<file path="config.mk">
export PLATFORM = sky130hd
export DESIGN_NAME = efp_seq
export DESIGN_NICKNAME = d
export VERILOG_FILES = /design/src/efp_pkg.sv /design/src/efp_seq.sv /design/src/efp_float_timer.sv
export SDC_FILE = /design/constraint.sdc
export NUM_CORES = 1
export LEC_CHECK = 0
export BUFFER_PORTS_ARGS = -buffer_cell sky130_fd_sc_hd__buf_2
export CAP_MARGIN = 10
export CORE_ASPECT_RATIO = 1.25
export CORE_MARGIN = 1.5
export CORE_UTILIZATION = 46
export CTS_BUF_LIST = sky130_fd_sc_hd__clkbuf_16
export DETAILED_ROUTE_END_ITERATION = 6
export PLACE_DENSITY_LB_ADDON = 0.25
export SLEW_MARGIN = 20
export SYNTH_ARGS = -nofsm -noshare
export SYNTH_HDL_FRONTEND = slang
export SYNTH_SLANG_ARGS = --single-unit
</file>
<file path="constraint.sdc">
create_clock -name mclk -period 1.9 [get_ports mclk]
set_input_delay 0.19 -clock mclk [delete_from_list [all_inputs] [get_ports mclk]]
set_output_delay 0.19 -clock mclk [all_outputs]
set_load 0.005 [all_outputs]
</file>
<file path="src/efp_pkg.sv">
// Shared constants and types for the external memory float-wait and
// page-mode read sequencer.
// Assumes a single master clock domain and four chip selects.
package efp_pkg;

  // ****************************************************************
  // Sizes
  // ****************************************************************
  localparam int NUM_CS = 4;
  localparam int CS_W = 2;
  localparam int ADDR_W = 24;
  localparam int TDF_W = 4;
  localparam int PULSE_W = 7;
  // Page of 8 bytes; address bits from this index up select the page
  localparam int PAGE_LSB = 3;
  localparam int PAGE_W = ADDR_W - PAGE_LSB;

  // ****************************************************************
  // Reset and constant values
  // ****************************************************************
  localparam logic [TDF_W-1:0] TDF_ZERO = 4'h0;
  localparam logic [TDF_W-1:0] TDF_ONE = 4'h1;
  localparam logic [PULSE_W-1:0] PULSE_ZERO = 7'h00;
  localparam logic [PULSE_W-1:0] PULSE_ONE = 7'h01;
  localparam logic [PAGE_W-1:0] PAGE_ZERO = 21'h00000;
  localparam logic [CS_W-1:0] CS_ZERO = 2'h0;
  localparam logic [NUM_CS-1:0] CS_NONE = 4'hF;

  typedef enum logic {
    EFP_RMODE_CS = 1'b0,
    EFP_RMODE_STROBE = 1'b1
  } efp_rmode_type;

endpackage

</file>
<file path="src/efp_seq.sv">
// Float-wait and page-mode read sequencer for external static memory.
// Assumes one access request at a time from the on-chip bus, held
// until acknowledged, and per-chip-select settings as plain ports.
`timescale 1ns/100ps
module efp_seq (
  // Clock and reset
  input wire logic mclk,
  input wire logic rst,
  // Access request from the on-chip bus
  input wire logic req_valid,
  input wire logic req_internal,
  input wire logic req_write,
  input wire logic [efp_pkg::CS_W-1:0] req_cs,
  input wire logic [efp_pkg::ADDR_W-1:0] req_addr,
  output logic req_ack,
  // Per chip select mode configuration, flattened
  input wire logic [efp_pkg::NUM_CS*efp_pkg::TDF_W-1:0] float_wait_cycles,
  input wire logic [efp_pkg::NUM_CS-1:0] read_mode_select,
  input wire logic [efp_pkg::NUM_CS-1:0] float_optimize_select,
  input wire logic [efp_pkg::NUM_CS-1:0] page_mode_enable,
  input wire logic [efp_pkg::NUM_CS*efp_pkg::PULSE_W-1:0] cs_read_pulse_len,
  input wire logic [efp_pkg::NUM_CS*efp_pkg::PULSE_W-1:0] rd_strobe_pulse_len,
  // External memory strobes
  output logic [efp_pkg::NUM_CS-1:0] chip_select_n,
  output logic read_strobe_n,
  output logic write_strobe_n,
  // Status
  output logic float_pending,
  output logic page_open
);
  import efp_pkg::*;

  typedef enum logic [1:0] {
    EFP_IDLE,
    EFP_ACCESS,
    EFP_DONE
  } efp_phase_type;

  typedef struct packed {
    efp_phase_type phase;
    logic [PULSE_W-1:0] count;
    logic [CS_W-1:0] cs;
    logic is_read;
    logic rmode;
    logic [TDF_W-1:0] tdf;
    logic rec_valid;
    logic [CS_W-1:0] rec_cs;
    logic [PAGE_W-1:0] rec_page;
    logic ack;
    logic [NUM_CS-1:0] cs_n;
    logic rd_n;
    logic wr_n;
    logic float_busy;
    logic [TDF_W-1:0] float_left;
    logic page_flag;
  } efp_state_type;

  efp_state_type cur;
  efp_state_type next_cur;

  // ****************************************************************
  // Per chip select field unpacking
  // ****************************************************************
  logic [TDF_W-1:0] tdf_of [NUM_CS];
  logic [PULSE_W-1:0] first_len_of [NUM_CS];
  logic [PULSE_W-1:0] page_len_of [NUM_CS];

  // Each chip select keeps its own settings
  genvar gi;
  generate
    for (gi = 0; gi < NUM_CS; gi++) begin : g_cfg
      assign tdf_of[gi] = float_wait_cycles[gi*TDF_W +: TDF_W];
      assign first_len_of[gi] = cs_read_pulse_len[gi*PULSE_W +: PULSE_W];
      assign page_len_of[gi] = rd_strobe_pulse_len[gi*PULSE_W +: PULSE_W];
    end
  endgenerate

  // ****************************************************************
  // Float timer
  // ****************************************************************
  logic tmr_load;
  logic tmr_busy;
  logic [CS_W-1:0] tmr_cs;
  logic [TDF_W-1:0] tmr_cycles;
  logic [CS_W-1:0] tmr_cs_owner;

  efp_float_timer u_float (
    .mclk(mclk),
    .rst(rst),
    .load(tmr_load),
    .load_cycles(tmr_cycles),
    .load_cs(tmr_cs),
    .busy(tmr_busy),
    .owner_cs(tmr_cs_owner)
  );

  // ****************************************************************
  // Request qualification
  // ****************************************************************
  logic [PAGE_W-1:0] req_page;
  logic in_page;
  logic float_blocks;
  logic [PULSE_W-1:0] access_len;

  always_comb begin
    req_page = req_addr[ADDR_W-1:PAGE_LSB];
    // Same select and upper address bits keep the page open
    in_page = cur.rec_valid && (cur.rec_cs == req_cs)
      && (cur.rec_page == req_page) && page_mode_enable[req_cs]
      && !req_write;
    // Writes always wait; reads wait too, for the same device as for another
    // With float optimisation, the same device may be re-read at once
    // since it will drive the bus again anyway
    float_blocks = tmr_busy && !req_internal
      && (req_write || (tmr_cs_owner != req_cs)
        || !float_optimize_select[tmr_cs_owner]);
    // Short time in page, long time on a new page, no ordering check
    if (in_page) begin
      access_len = page_len_of[req_cs];
    end else begin
      access_len = first_len_of[req_cs];
    end
    if (access_len == PULSE_ZERO) begin
      access_len = PULSE_ONE;
    end
  end

  // ****************************************************************
  // Sequencer
  // ****************************************************************
  // Page mode with the wait input is left to software, no wait pin here
  always_comb begin
    next_cur = cur;
    next_cur.ack = 1'b0;
    tmr_load = 1'b0;
    tmr_cycles = cur.tdf;
    tmr_cs = cur.cs;
    unique case (cur.phase)
      EFP_IDLE: begin
        if (req_valid && req_internal) begin
          // Internal access passes now and breaks the page
          next_cur.ack = 1'b1;
          next_cur.rec_valid = 1'b0;
          next_cur.phase = EFP_DONE;
        end else if (req_valid && !float_blocks) begin
          if (!in_page) begin
            next_cur.rec_valid = 1'b0;
          end
          next_cur.phase = EFP_ACCESS;
          next_cur.count = access_len;
          next_cur.cs = req_cs;
          next_cur.is_read = !req_write;
          next_cur.rmode = read_mode_select[req_cs];
          next_cur.tdf = tdf_of[req_cs];
          next_cur.rec_cs = req_cs;
          next_cur.rec_page = req_page;
          next_cur.cs_n = CS_NONE;
          next_cur.cs_n[req_cs] = 1'b0;
          next_cur.rd_n = req_write;
          next_cur.wr_n = !req_write;
        end
      end
      EFP_ACCESS: begin
        if (cur.count == PULSE_ONE) begin
          next_cur.phase = EFP_DONE;
          next_cur.ack = 1'b1;
          next_cur.rd_n = 1'b1;
          next_cur.wr_n = 1'b1;
          // Page stays open only for page-mode reads
          next_cur.rec_valid = cur.is_read && page_mode_enable[cur.cs];
          if (next_cur.rec_valid) begin
            // Select held low while the page is open
            next_cur.cs_n = cur.cs_n;
          end else begin
            next_cur.cs_n = CS_NONE;
          end
          if (cur.is_read) begin
            // Strobe rises here, and the select too unless the page stays open; both modes
            // start counting now; the mode is stored but drives no output
            tmr_load = 1'b1;
          end
        end else begin
          next_cur.count = cur.count - PULSE_ONE;
        end
      end
      EFP_DONE: begin
        next_cur.phase = EFP_IDLE;
      end
      default: begin
        next_cur.phase = EFP_IDLE;
      end
    endcase
    // Select released whenever the page record drops, except during an access
    if (!next_cur.rec_valid && next_cur.phase != EFP_ACCESS) begin
      next_cur.cs_n = CS_NONE;
    end
    // Local copy of the timer count, so the status flag is registered
    // and matches the stall window exactly, also for a zero count
    if (tmr_load) begin
      next_cur.float_left = tmr_cycles;
    end else if (cur.float_left != TDF_ZERO) begin
      next_cur.float_left = cur.float_left - TDF_ONE;
    end
    next_cur.float_busy = (next_cur.float_left != TDF_ZERO);
    next_cur.page_flag = next_cur.rec_valid;
  end

  always_ff @(posedge mclk) begin
    if (rst) begin
      cur <= '{phase: EFP_IDLE, count: PULSE_ZERO, cs: CS_ZERO,
        is_read: 1'b0, rmode: 1'b0, tdf: TDF_ZERO, rec_valid: 1'b0,
        rec_cs: CS_ZERO, rec_page: PAGE_ZERO, ack: 1'b0, cs_n: CS_NONE,
        rd_n: 1'b1, wr_n: 1'b1, float_busy: 1'b0, float_left: TDF_ZERO,
        page_flag: 1'b0};
    end else begin
      cur <= next_cur;
    end
  end

  // Outputs straight from the state register
  assign req_ack = cur.ack;
  assign chip_select_n = cur.cs_n;
  assign read_strobe_n = cur.rd_n;
  assign write_strobe_n = cur.wr_n;
  assign float_pending = cur.float_busy;
  assign page_open = cur.page_flag;
endmodule

</file>
<file path="src/efp_float_timer.sv">
// Data-float wait counter for one pending float period.
// Assumes load pulses come from the sequencer on the same clock.
`timescale 1ns/100ps
module efp_float_timer (
  // Clock and reset
  input wire logic mclk,
  input wire logic rst,
  // Load request with its count and owning chip select
  input wire logic load,
  input wire logic [efp_pkg::TDF_W-1:0] load_cycles,
  input wire logic [efp_pkg::CS_W-1:0] load_cs,
  // Current state of the float period
  output logic busy,
  output logic [efp_pkg::CS_W-1:0] owner_cs
);
  import efp_pkg::*;

  typedef struct packed {
    logic [TDF_W-1:0] count;
    logic [CS_W-1:0] cs;
  } eft_state_type;

  eft_state_type cur;
  eft_state_type next_cur;

  // ****************************************************************
  // Counter
  // ****************************************************************
  // A fresh load replaces any period still running
  always_comb begin
    next_cur = cur;
    if (load) begin
      next_cur.count = load_cycles;
      next_cur.cs = load_cs;
    end else if (cur.count != TDF_ZERO) begin
      next_cur.count = cur.count - TDF_ONE;
    end
  end

  always_ff @(posedge mclk) begin
    if (rst) begin
      cur <= '0;
    end else begin
      cur <= next_cur;
    end
  end

  assign busy = (cur.count != TDF_ZERO);
  assign owner_cs = cur.cs;
endmodule

</file>
---- Yosys cells after proc, flatten, opt, wreduce, memory -nomap -nowiden ----
Index checks and enable logic that the tools add are counted.
operators by class
  shift operators ......................... 0
  $lt $le $gt $ge ......................... 5
  $mul .................................... 0
  divide/modulo/power cells ............... 0
  mux-type cells .......................... 45
  bitwise logic cells ..................... 3
  reduce and logical (&&, ||, !) cells .... 30
  add/subtract/negate cells ............... 3
  equality and inequality tests ........... 11
operator list
  kind                 number
  $mux 7               8
  $mux 41              1
  $bmux 7 s2           2
  $mux 4               7
  $pmux 7 s2           2
  $eq 21x21->1         1
  $mux 15              1
  $mux 1               12
  $mux 6               2
  $reduce_bool 4->1    3
  $logic_and 1x1->1    11
  $ne 2x2->1 const B   5
  $lt 2x3->1 const B   3
  $bmux 1 s2           4
  $bmux 4 s2           1
  $reduce_and 4->1     2
  $sub 4x1->4 const B  2
  $eq 7x1->1 const B   1
  $logic_not 7->1      1
  $sub 7x1->7 const B  1
  $logic_not 1->1      5
  $reduce_and 5->1     1
  $mux 2               2
  $not 4->4            1
  16 further kinds     18
storage, ports and cells
  bits in latches ......................... 0
  memory bits (writable) .................. 0
  memories kept ........................... 0
  output and inout bits ................... 9
  ROM bits ................................ 0
  register bits after elaboration ......... 57
  input port bits ......................... 115

---- Depth between registers and ports, before layout ----
Gate-level depths: netlist of the first run.
  depth after elaboration ................. 14
  gate-level depth with buffers ........... 9

---- Hierarchy ----
From an unflattened synthesis of the first run, not the netlist that was laid out.
unflattened totals
  cell total of the unflattened synthesis .. 392
  area, all modules ....................... 3,448.3 sq um
modules (own cells, without submodules)
  module           sequential area each (sq um)  area an instance (sq um)  times used  cells an instance
  efp_seq          1,001.0                       3,129.3                   1           358
  efp_float_timer  120.1                         319.1                     1           34

---- Worst setup path before layout of the first run ----
No wires, ideal clock.
  path kind ............................... register -> register
  from .................................... register u_float.cur, in the netlist u_float.owner_cs[1]
  to ...................................... register cur[45] in the netlist's numbering
  setup slack ............................. -0.207 ns
  stages on the path, launching flop included .. 8
  required time ........................... 1.816 ns
  arrival ................................. 2.022 ns
  period minus slack after synthesis ...... 2.107 ns
  setup time .............................. 0.084 ns
  cell sequence ........................... dfxtp_1 -> or3b_1 -> a211oi_1 -> nor3_1 -> or3_1 -> buf_2 -> mux2_4 -> o31ai_2
between the ends
  longest elaborated chain between the ends .. 9
  elaborated cells on any way between the ends .. 11
  those cells by class .................... eq/ne (2); mux (2); reduce/logical (7)
ends and longest elaborated chain
  element                              line                   RTL
  start: declaration                   efp_float_timer.sv:23  eft_state_type cur;
  start signal: assignment             efp_float_timer.sv:44  cur <= next_cur;
  $bmux 1 s2                           efp_seq.sv:116         || !float_optimize_select[tmr_cs_owner]);
  $mux 1 (implied by the code)         efp_seq.sv:116
  $logic_not 1->1                      efp_seq.sv:116
  $logic_or 1x1->1 *                   efp_seq.sv:116
  $logic_and 1x1->1 *                  efp_seq.sv:115         && (req_write || (tmr_cs_owner != req_cs)
  $logic_not 1->1 *                    efp_seq.sv:145         end else if (req_valid && !float_blocks) begin
  $logic_and 1x1->1 *                  efp_seq.sv:145
  $ne 2x2->1 (no source line) *        --
  $reduce_and 4->1 (no source line) *  --
  end signal: assignment               efp_seq.sv:210         cur <= '{phase: EFP_IDLE, count: PULSE_ZERO, cs: CS_ZERO,
  end signal: assignment               efp_seq.sv:216         cur <= next_cur;
  end: declaration                     efp_seq.sv:58          efp_state_type cur;
Mark *: on every way between the ends. The rest lies on a longest branch, timed or not. The select of a mux whose other input is x is not followed.
A chain may end at the register's enable or synchronous reset.

---- Worst setup path after layout of the first run ----
  from .................................... register u_float.cur, in the netlist u_float.owner_cs[1]
  to ...................................... register cur[49] in the netlist's numbering
The elaborated chain is that of the path after synthesis.

==> flow_summary_export.csv, run 1 <==
group,metric,value,unit
worst_setup_path,startpoint_type,"flop",
worst_hold_path,whs_path_depth,3,
logic_synthesis,yosys_register_bits,56,
floorplan,core,0.00740,mm^2
sta,slew_viol_final,0,
logic_synthesis,synthCells,415,
worst_setup_path,critPathTopFamily,"simple AND/OR/NAND/NOR gates",
grt,gr-total-overflow,0,
floorplan,io_pins,124,
worst_setup_path,crit_chain,"or3b_4, a211oi_4, nor3_2, or3_4, a21o_1, a311oi_1",
final_layout,drive_gt1_share,50.2,%
final_layout,syn_to_final_growth,49.6,%
logic_synthesis,synthDistinctLibCells,52,
grt,grt_pass1_vias,3756,
route,ant_nets,0,
pwr,peakVddDrop,0.476,mV
place,dp_hpwl,8280,um
logic_synthesis,yosys-mux-area-fraction,15.8,%
place,dp_cells,658,
sta,relSlewSlack,74.5,%
worst_setup_path,reg2reg_depth,6,
logic_synthesis,synth_area_leaders,"dfxtp_1, mux4_2, nand2_1",
floorplan,fp.dieH,101,um
clock_tree,cts_buffers,5,
grt,grt_pass1_wl,17300,um
sta,min_period,2020,ps
final_layout,layout_commonest_cell,"buf_2",
logic_synthesis,synthFlopType,"dfxtp_1",
clock_tree,postCtsHoldBufs,0,
route,vias,3758,
sta,final.setup.worst_slack,-124,ps
logic_synthesis,synth_top_family_by_area,"simple AND/OR/NAND/NOR gates",
route,highest_layer,"met4",
logic_synthesis,synth_compound_area_share,16.8,%
route,drc,0,
route,wire_per_inst,16.5,um
worst_setup_path,worstPathArrival,2220,ps
logic_synthesis,yosys.area_share.adder,1.42,%
clock_tree,cts-root-buf,"clkbuf_16",
worst_setup_path,critPathKind,"flop to flop",
final_layout,multi_input_area,0.00261,mm^2
worst_setup_path,cp_num_buf_inv,0,
logic_synthesis,yosysTopAreaCell,"dfxtp_1",
route,first_pass_iters,4,
sta,setup_viol,24,
logic_synthesis,syn_area,0.00352,mm^2
worst_setup_path,crit_cells,6,
final_layout,fin_cells,674,
worst_hold_path,hold_path_class,"input pin to flop",
logic_synthesis,async_reset_ff_share,0,%
worst_setup_path,rrSetupSlack,-120,ps
worst_setup_path,slowest_stage,"or3b_4",
worst_setup_path,worstSetupEndpoint,"cur[49]",
sta,worstMarginPinSlew,382,ps
final_layout,fillers,591,
sta,fin_worst_skew,8.92,ps
floorplan,dieArea,0.00819,mm^2
worst_setup_path,cp_slowest_stage_delay,430,ps
route,drt_wl_total,11200,um
clock_tree,clock_path_buffers,2,
pwr,p_per_area,917,mW/mm^2
logic_synthesis,synth_edf_count,0,
clock_tree,clk_pin_slew,70,ps
grt,grt.total_usage,27.0,%
worst_setup_path,cp_max_fo,6,
worst_setup_path,crit_start,"u_float.owner_cs[1]",
sta,fin_crit_sh,107,%
place,portBuffers,116,
route,route.met3.wl,524,um
final_layout,diodes,0,
worst_setup_path,cp.required,2100,ps
worst_setup_path,r2r-start,"u_float.owner_cs[1]",
final_layout,nNetsFinal,700,
pwr,leakage,2.17,nW
worst_setup_path,cp-end-kind,"flop",
sta,rsz0062_at_grt,"yes",
route,drt_iter0_drc,147,
route,wl_met1,4410,um
logic_synthesis,postSynthAreaPerCell,8.48,um^2
floorplan,die_w,81.2,um
logic_synthesis,synthSimpleGateAreaFrac,23.1,%
worst_setup_path,r2r_end,"cur[49]",
logic_synthesis,ys_seq_area_share,31.9,%
place,place_congestion,0.902,
logic_synthesis,yosysTopAreaCellShare,31.9,%
logic_synthesis,synth_fp_nets,534,
final_layout,regArea,0.00112,mm^2
route,route.met2.wl,5980,um
place,dp_slack,-291,ps
logic_synthesis,synth_xor_area_share,6.22,%
grt,antenna_found_initial,0,
floorplan,std_cell_rows,35,
floorplan,initial_core_util,47.5,%
sta,finalSetupTns,-1570,ps
clock_tree,clkLatencyLatePin,290,ps
clock_tree,clock-sinks,56,
status,violations,"negative setup slack",
clock_tree,cts_max_level,2,
run,drv_cap,0,
status,status,"finished, violations left",
route,vias_per_cell,5.58,
logic_synthesis,yosys_warnings,0,
sta,fmaxAchievable,494,MHz
clock_tree,tritoncts,"built",
final_layout,layout_common_cells,"buf_2, nand2_1, buf_4",
grt,grt_max_degree,29,
sta,hold_violations,0,
## worst min-delay path by stage
| stage | from | end | slack, ps |
|---|---|---|---|
| floorplan | req_write | read_strobe_n | 320 |
| global placement | req_addr[23] | cur[33] | 450 |
| detailed placement | read_strobe_n | read_strobe_n | 460 |
| CTS | req_addr[20] | cur[30] | 150 |
| global route | req_addr[14] | cur[24] | 150 |
| finish | req_addr[11] | cur[21] | 150 |
## cell type report
cell class	count	area share (%)
Multi-Input combinational cell	323	49.6
Timing Repair Buffer	184	22.8
Sequential cell	56	21.4
Clock buffer	5	2.38
Tap cell	92	2.19
Clock inverter	3	0.808
Inverter	11	0.784
## timing repair
action	in CTS	in global routing
endpoints found under the setup margin	43	48
setup buffers	2	4
pin swaps	13	27
resized for setup	21	73
endpoints found under the hold margin	0	0
gates cloned	1	2
## Yosys cell counts, types with 10 or more instances
master	n
nand3_1	16
inv_1	11
xnor2_1	25
nor2_1	19
o21ai_0	10
dfxtp_1	56
a21oi_1	50
nand2_1	77
mux4_2	19
clkbuf_1	12
nand4_1	11
## flip-flops by register name, indices dropped and copies added, names as in the netlist
signal,count
req_ack,1
page_open,1
u_float.owner_cs,2
tmr_cycles,4
u_float.cur,4
read_strobe_n,1
float_pending,1
cur,37
write_strobe_n,1
chip_select_n,4
## through the flow
stage	utilization, %	total power [W]	hold slack, ps	instance area [um^2]
final	71.1	0.00483	152	5270
after global routing	71.1	0.00512	152	5270
after CTS	66.3	0.00458	147	4910
after detailed placement	62.0	0.00337	456	4590
after global placement	62.0	0.00332	451	4590
after floorplan	-	0.00265	323	3580
## report_power, final
part | internal [W] | total, W | switching [W]
registers | 0.00137 | 0.00153 | 0.000161
logic | 0.00117 | 0.00224 | 0.00107
clock network | 0.000623 | 0.00106 | 0.000440
## worst reg2reg max path, stage by stage (launching register included)
cell	delay (ps)
dfxtp_2	340
or3b_4	430
a211oi_4	260
nor3_2	90
or3_4	380
a21o_1	180
a311oi_1	250
## metal layers
metal,vias up,GRT usage (%)
met3,19,4.62
met5,-,0
met2,105,47.5
met1,1791,32.6
met4,0,9.68
li1,1843,-
## cells by family (layout without fill, tap and decap cells)
family                     after synthesis  count (layout)
buffers and inverters                   36             203
DFF                                     56              56
xor gates and xnor gates                25              25
and+or+nand+nor                        168             168
AOI/OAI and AO/OA                       95              95
adders and majority gates                4               4
muxes                                   31              31
(Power assumes the default switching activity.)
==> inputs of run 2 (changes only) <==
--- a/config.mk
+++ b/config.mk
@@ -7,9 +7,11 @@
 export LEC_CHECK = 0
 export BUFFER_PORTS_ARGS = -buffer_cell sky130_fd_sc_hd__buf_2
 export CAP_MARGIN = 10
+export CELL_PAD_IN_SITES_DETAIL_PLACEMENT = 0
+export CELL_PAD_IN_SITES_GLOBAL_PLACEMENT = 2
 export CORE_ASPECT_RATIO = 1.25
 export CORE_MARGIN = 1.5
-export CORE_UTILIZATION = 46
+export CORE_UTILIZATION = 28
 export CTS_BUF_LIST = sky130_fd_sc_hd__clkbuf_16
 export DETAILED_ROUTE_END_ITERATION = 6
 export PLACE_DENSITY_LB_ADDON = 0.25
==> constraint.sdc (replaced) <==
create_clock -name mclk -period 2.3 [get_ports mclk]
set_input_delay 0.23 -clock mclk [delete_from_list [all_inputs] [get_ports mclk]]
set_output_delay 0.23 -clock mclk [all_outputs]
set_load 0.005 [all_outputs]
==> run 2 against run 1 <==
Compared with the run above:
- fmax down 8.2%
- combinational power down 39%
- register-to-register slack better by 220 ps
- clock-buffer cell count unchanged
- via count down 7.9%
- the run now ends clean
- critical endpoint is now cur[45]
- highest routed layer unchanged
- first-iteration DRC count down 24%
- largest cell class unchanged
- die area up 62%
- largest power group unchanged
- clock skew up 0.85 ps
==> flow_summary_export.csv, run 2 (synthesized netlist as in run 1, its figures left out) <==
group,metric,value,unit
floorplan,io_pins,124,
route,first_pass_iters,4,
final_layout,largest_reg_flops,37,
pwr,leakage,1.79,nW
clock_tree,cts_buffers,5,
place,dp_cells,693,
final_layout,layout_common_cells,"buf_2, nand2_1, dfxtp_1",
clock_tree,cts_max_level,2,
place,dp_hpwl,8560,um
grt,grt_max_degree,31,
grt,gr-total-overflow,0,
worst_setup_path,cp-end-kind,"flop",
route,vias,3462,
pwr,peakVddDrop,0.334,mV
place,dp_slack,19.4,ps
final_layout,syn_to_final_growth,31.3,%
grt,grt.total_usage,16.9,%
final_layout,fin_util,37.8,%
sta,rsz0062_at_grt,"yes",
floorplan,fp.dieH,128,um
grt,antenna_found_initial,0,
place,place_congestion,0.805,
grt,grt_pass1_wl,17300,um
floorplan,initial_core_util,28.8,%
run,drv_cap,0,
sta,min_period,2200,ps
worst_setup_path,cp_max_fo,5,
place,portBuffers,116,
final_layout,nNetsFinal,657,
route,drt_wl_total,10700,um
sta,final.setup.worst_slack,95.9,ps
floorplan,std_cell_rows,45,
floorplan,die_w,103,um
route,wire_per_inst,15.2,um
clock_tree,clock_path_buffers,2,
sta,fin_crit_sh,95.8,%
pwr,p_per_area,761,mW/mm^2
sta,hold_violations,0,
final_layout,layout_commonest_cell,"buf_2",
worst_hold_path,hold_path_class,"input pin to flop",
sta,slew_viol_final,0,
final_layout,fillers,1320,
clock_tree,tritoncts,"built",
status,status,"completed",
sta,fin_worst_skew,9.77,ps
pwr,totalPowerFinal,0.00352,W
worst_setup_path,startpoint_type,"flop",
sta,finalSetupTns,0,ps
clock_tree,clkLatencyLatePin,300,ps
clock_tree,cts-root-buf,"clkbuf_16",
sta,setup_viol,0,
sta,relSlewSlack,59.9,%
floorplan,dieArea,0.0133,mm^2
route,drt_iter0_drc,112,
final_layout,drive_gt1_share,34.5,%
clock_tree,clock-sinks,56,
final_layout,fin_cells,703,
sta,fmaxAchievable,454,MHz
clock_tree,clk_pin_slew,70,ps
grt,grt_pass1_vias,3501,
route,drc,0,
worst_setup_path,cp.required,2520,ps
worst_setup_path,critPathKind,"flop to flop",
route,ant_nets,0,
final_layout,diodes,0,
sta,worstMarginPinSlew,601,ps
floorplan,core,0.0122,mm^2
worst_setup_path,worstPathArrival,2430,ps
route,vias_per_cell,4.92,
final_layout,regMostFlops,"cur",
-- run 2: path summary, 6_finish.rpt --
path,from,end,slack (ps),depth (start not counted)
worst max-delay path,u_float.owner_cs[1],cur[45],100,6
worst min register to register,cur[31],cur[31],470,2
worst max register to register,u_float.owner_cs[1],cur[45],100,6
worst min-delay path,req_addr[4],cur[14],180,3
-- run 2: per-stage QoR --
stage | cell area [um^2] | hold WS (ps)
detailed placement | 4390 | 460
floorplan | 3520 | 363
global route | 4620 | 181
CTS | 4560 | 175
finish | 4620 | 182
global placement | 4390 | 454
-- run 2: final cells by class --
type                       instances  area (um^2)  area share, %
sequential                        56         1120           24.3
multi-input combinational        323         2280           49.4
inverter                          11         41.3          0.894
clock inverter                     3         42.5          0.921
timing repair buffer             141          805           17.4
tap                              164          205           4.44
clock buffer                       5          125           2.71
-- run 2: where the power goes --
group          total, W  internal, W  leakage, nW  switching [W]
clock          0.000892     0.000513       0.0814       0.000378
combinational   0.00137     0.000661         1.26       0.000708
sequential      0.00126      0.00113        0.456       0.000131
-- run 2: worst max-delay path, cell delays in order, from the launching register on --
cell      delay (ps)
dfxtp_1          350
or3b_4           430
a211oi_2         280
nor2_1           120
o32a_1           440
mux2_4           300
o31ai_2          200
-- run 2: routing by layer --
layer	track usage, %	part of all wire, %	vias up
met5	0	0	-
met4	4.29	1.2	0
met3	3.69	5.3	10
met2	29.4	49	70
met1	21.0	44	1623
li1	-	-	1759
-- run 2: repair_timing --
action                                  in CTS  in global routing
hold buffers                                 0                  0
setup buffers                                0                  2
resized for setup                            0                 11
endpoints found under the hold margin        0                  0
endpoints found under the setup margin       0                 39
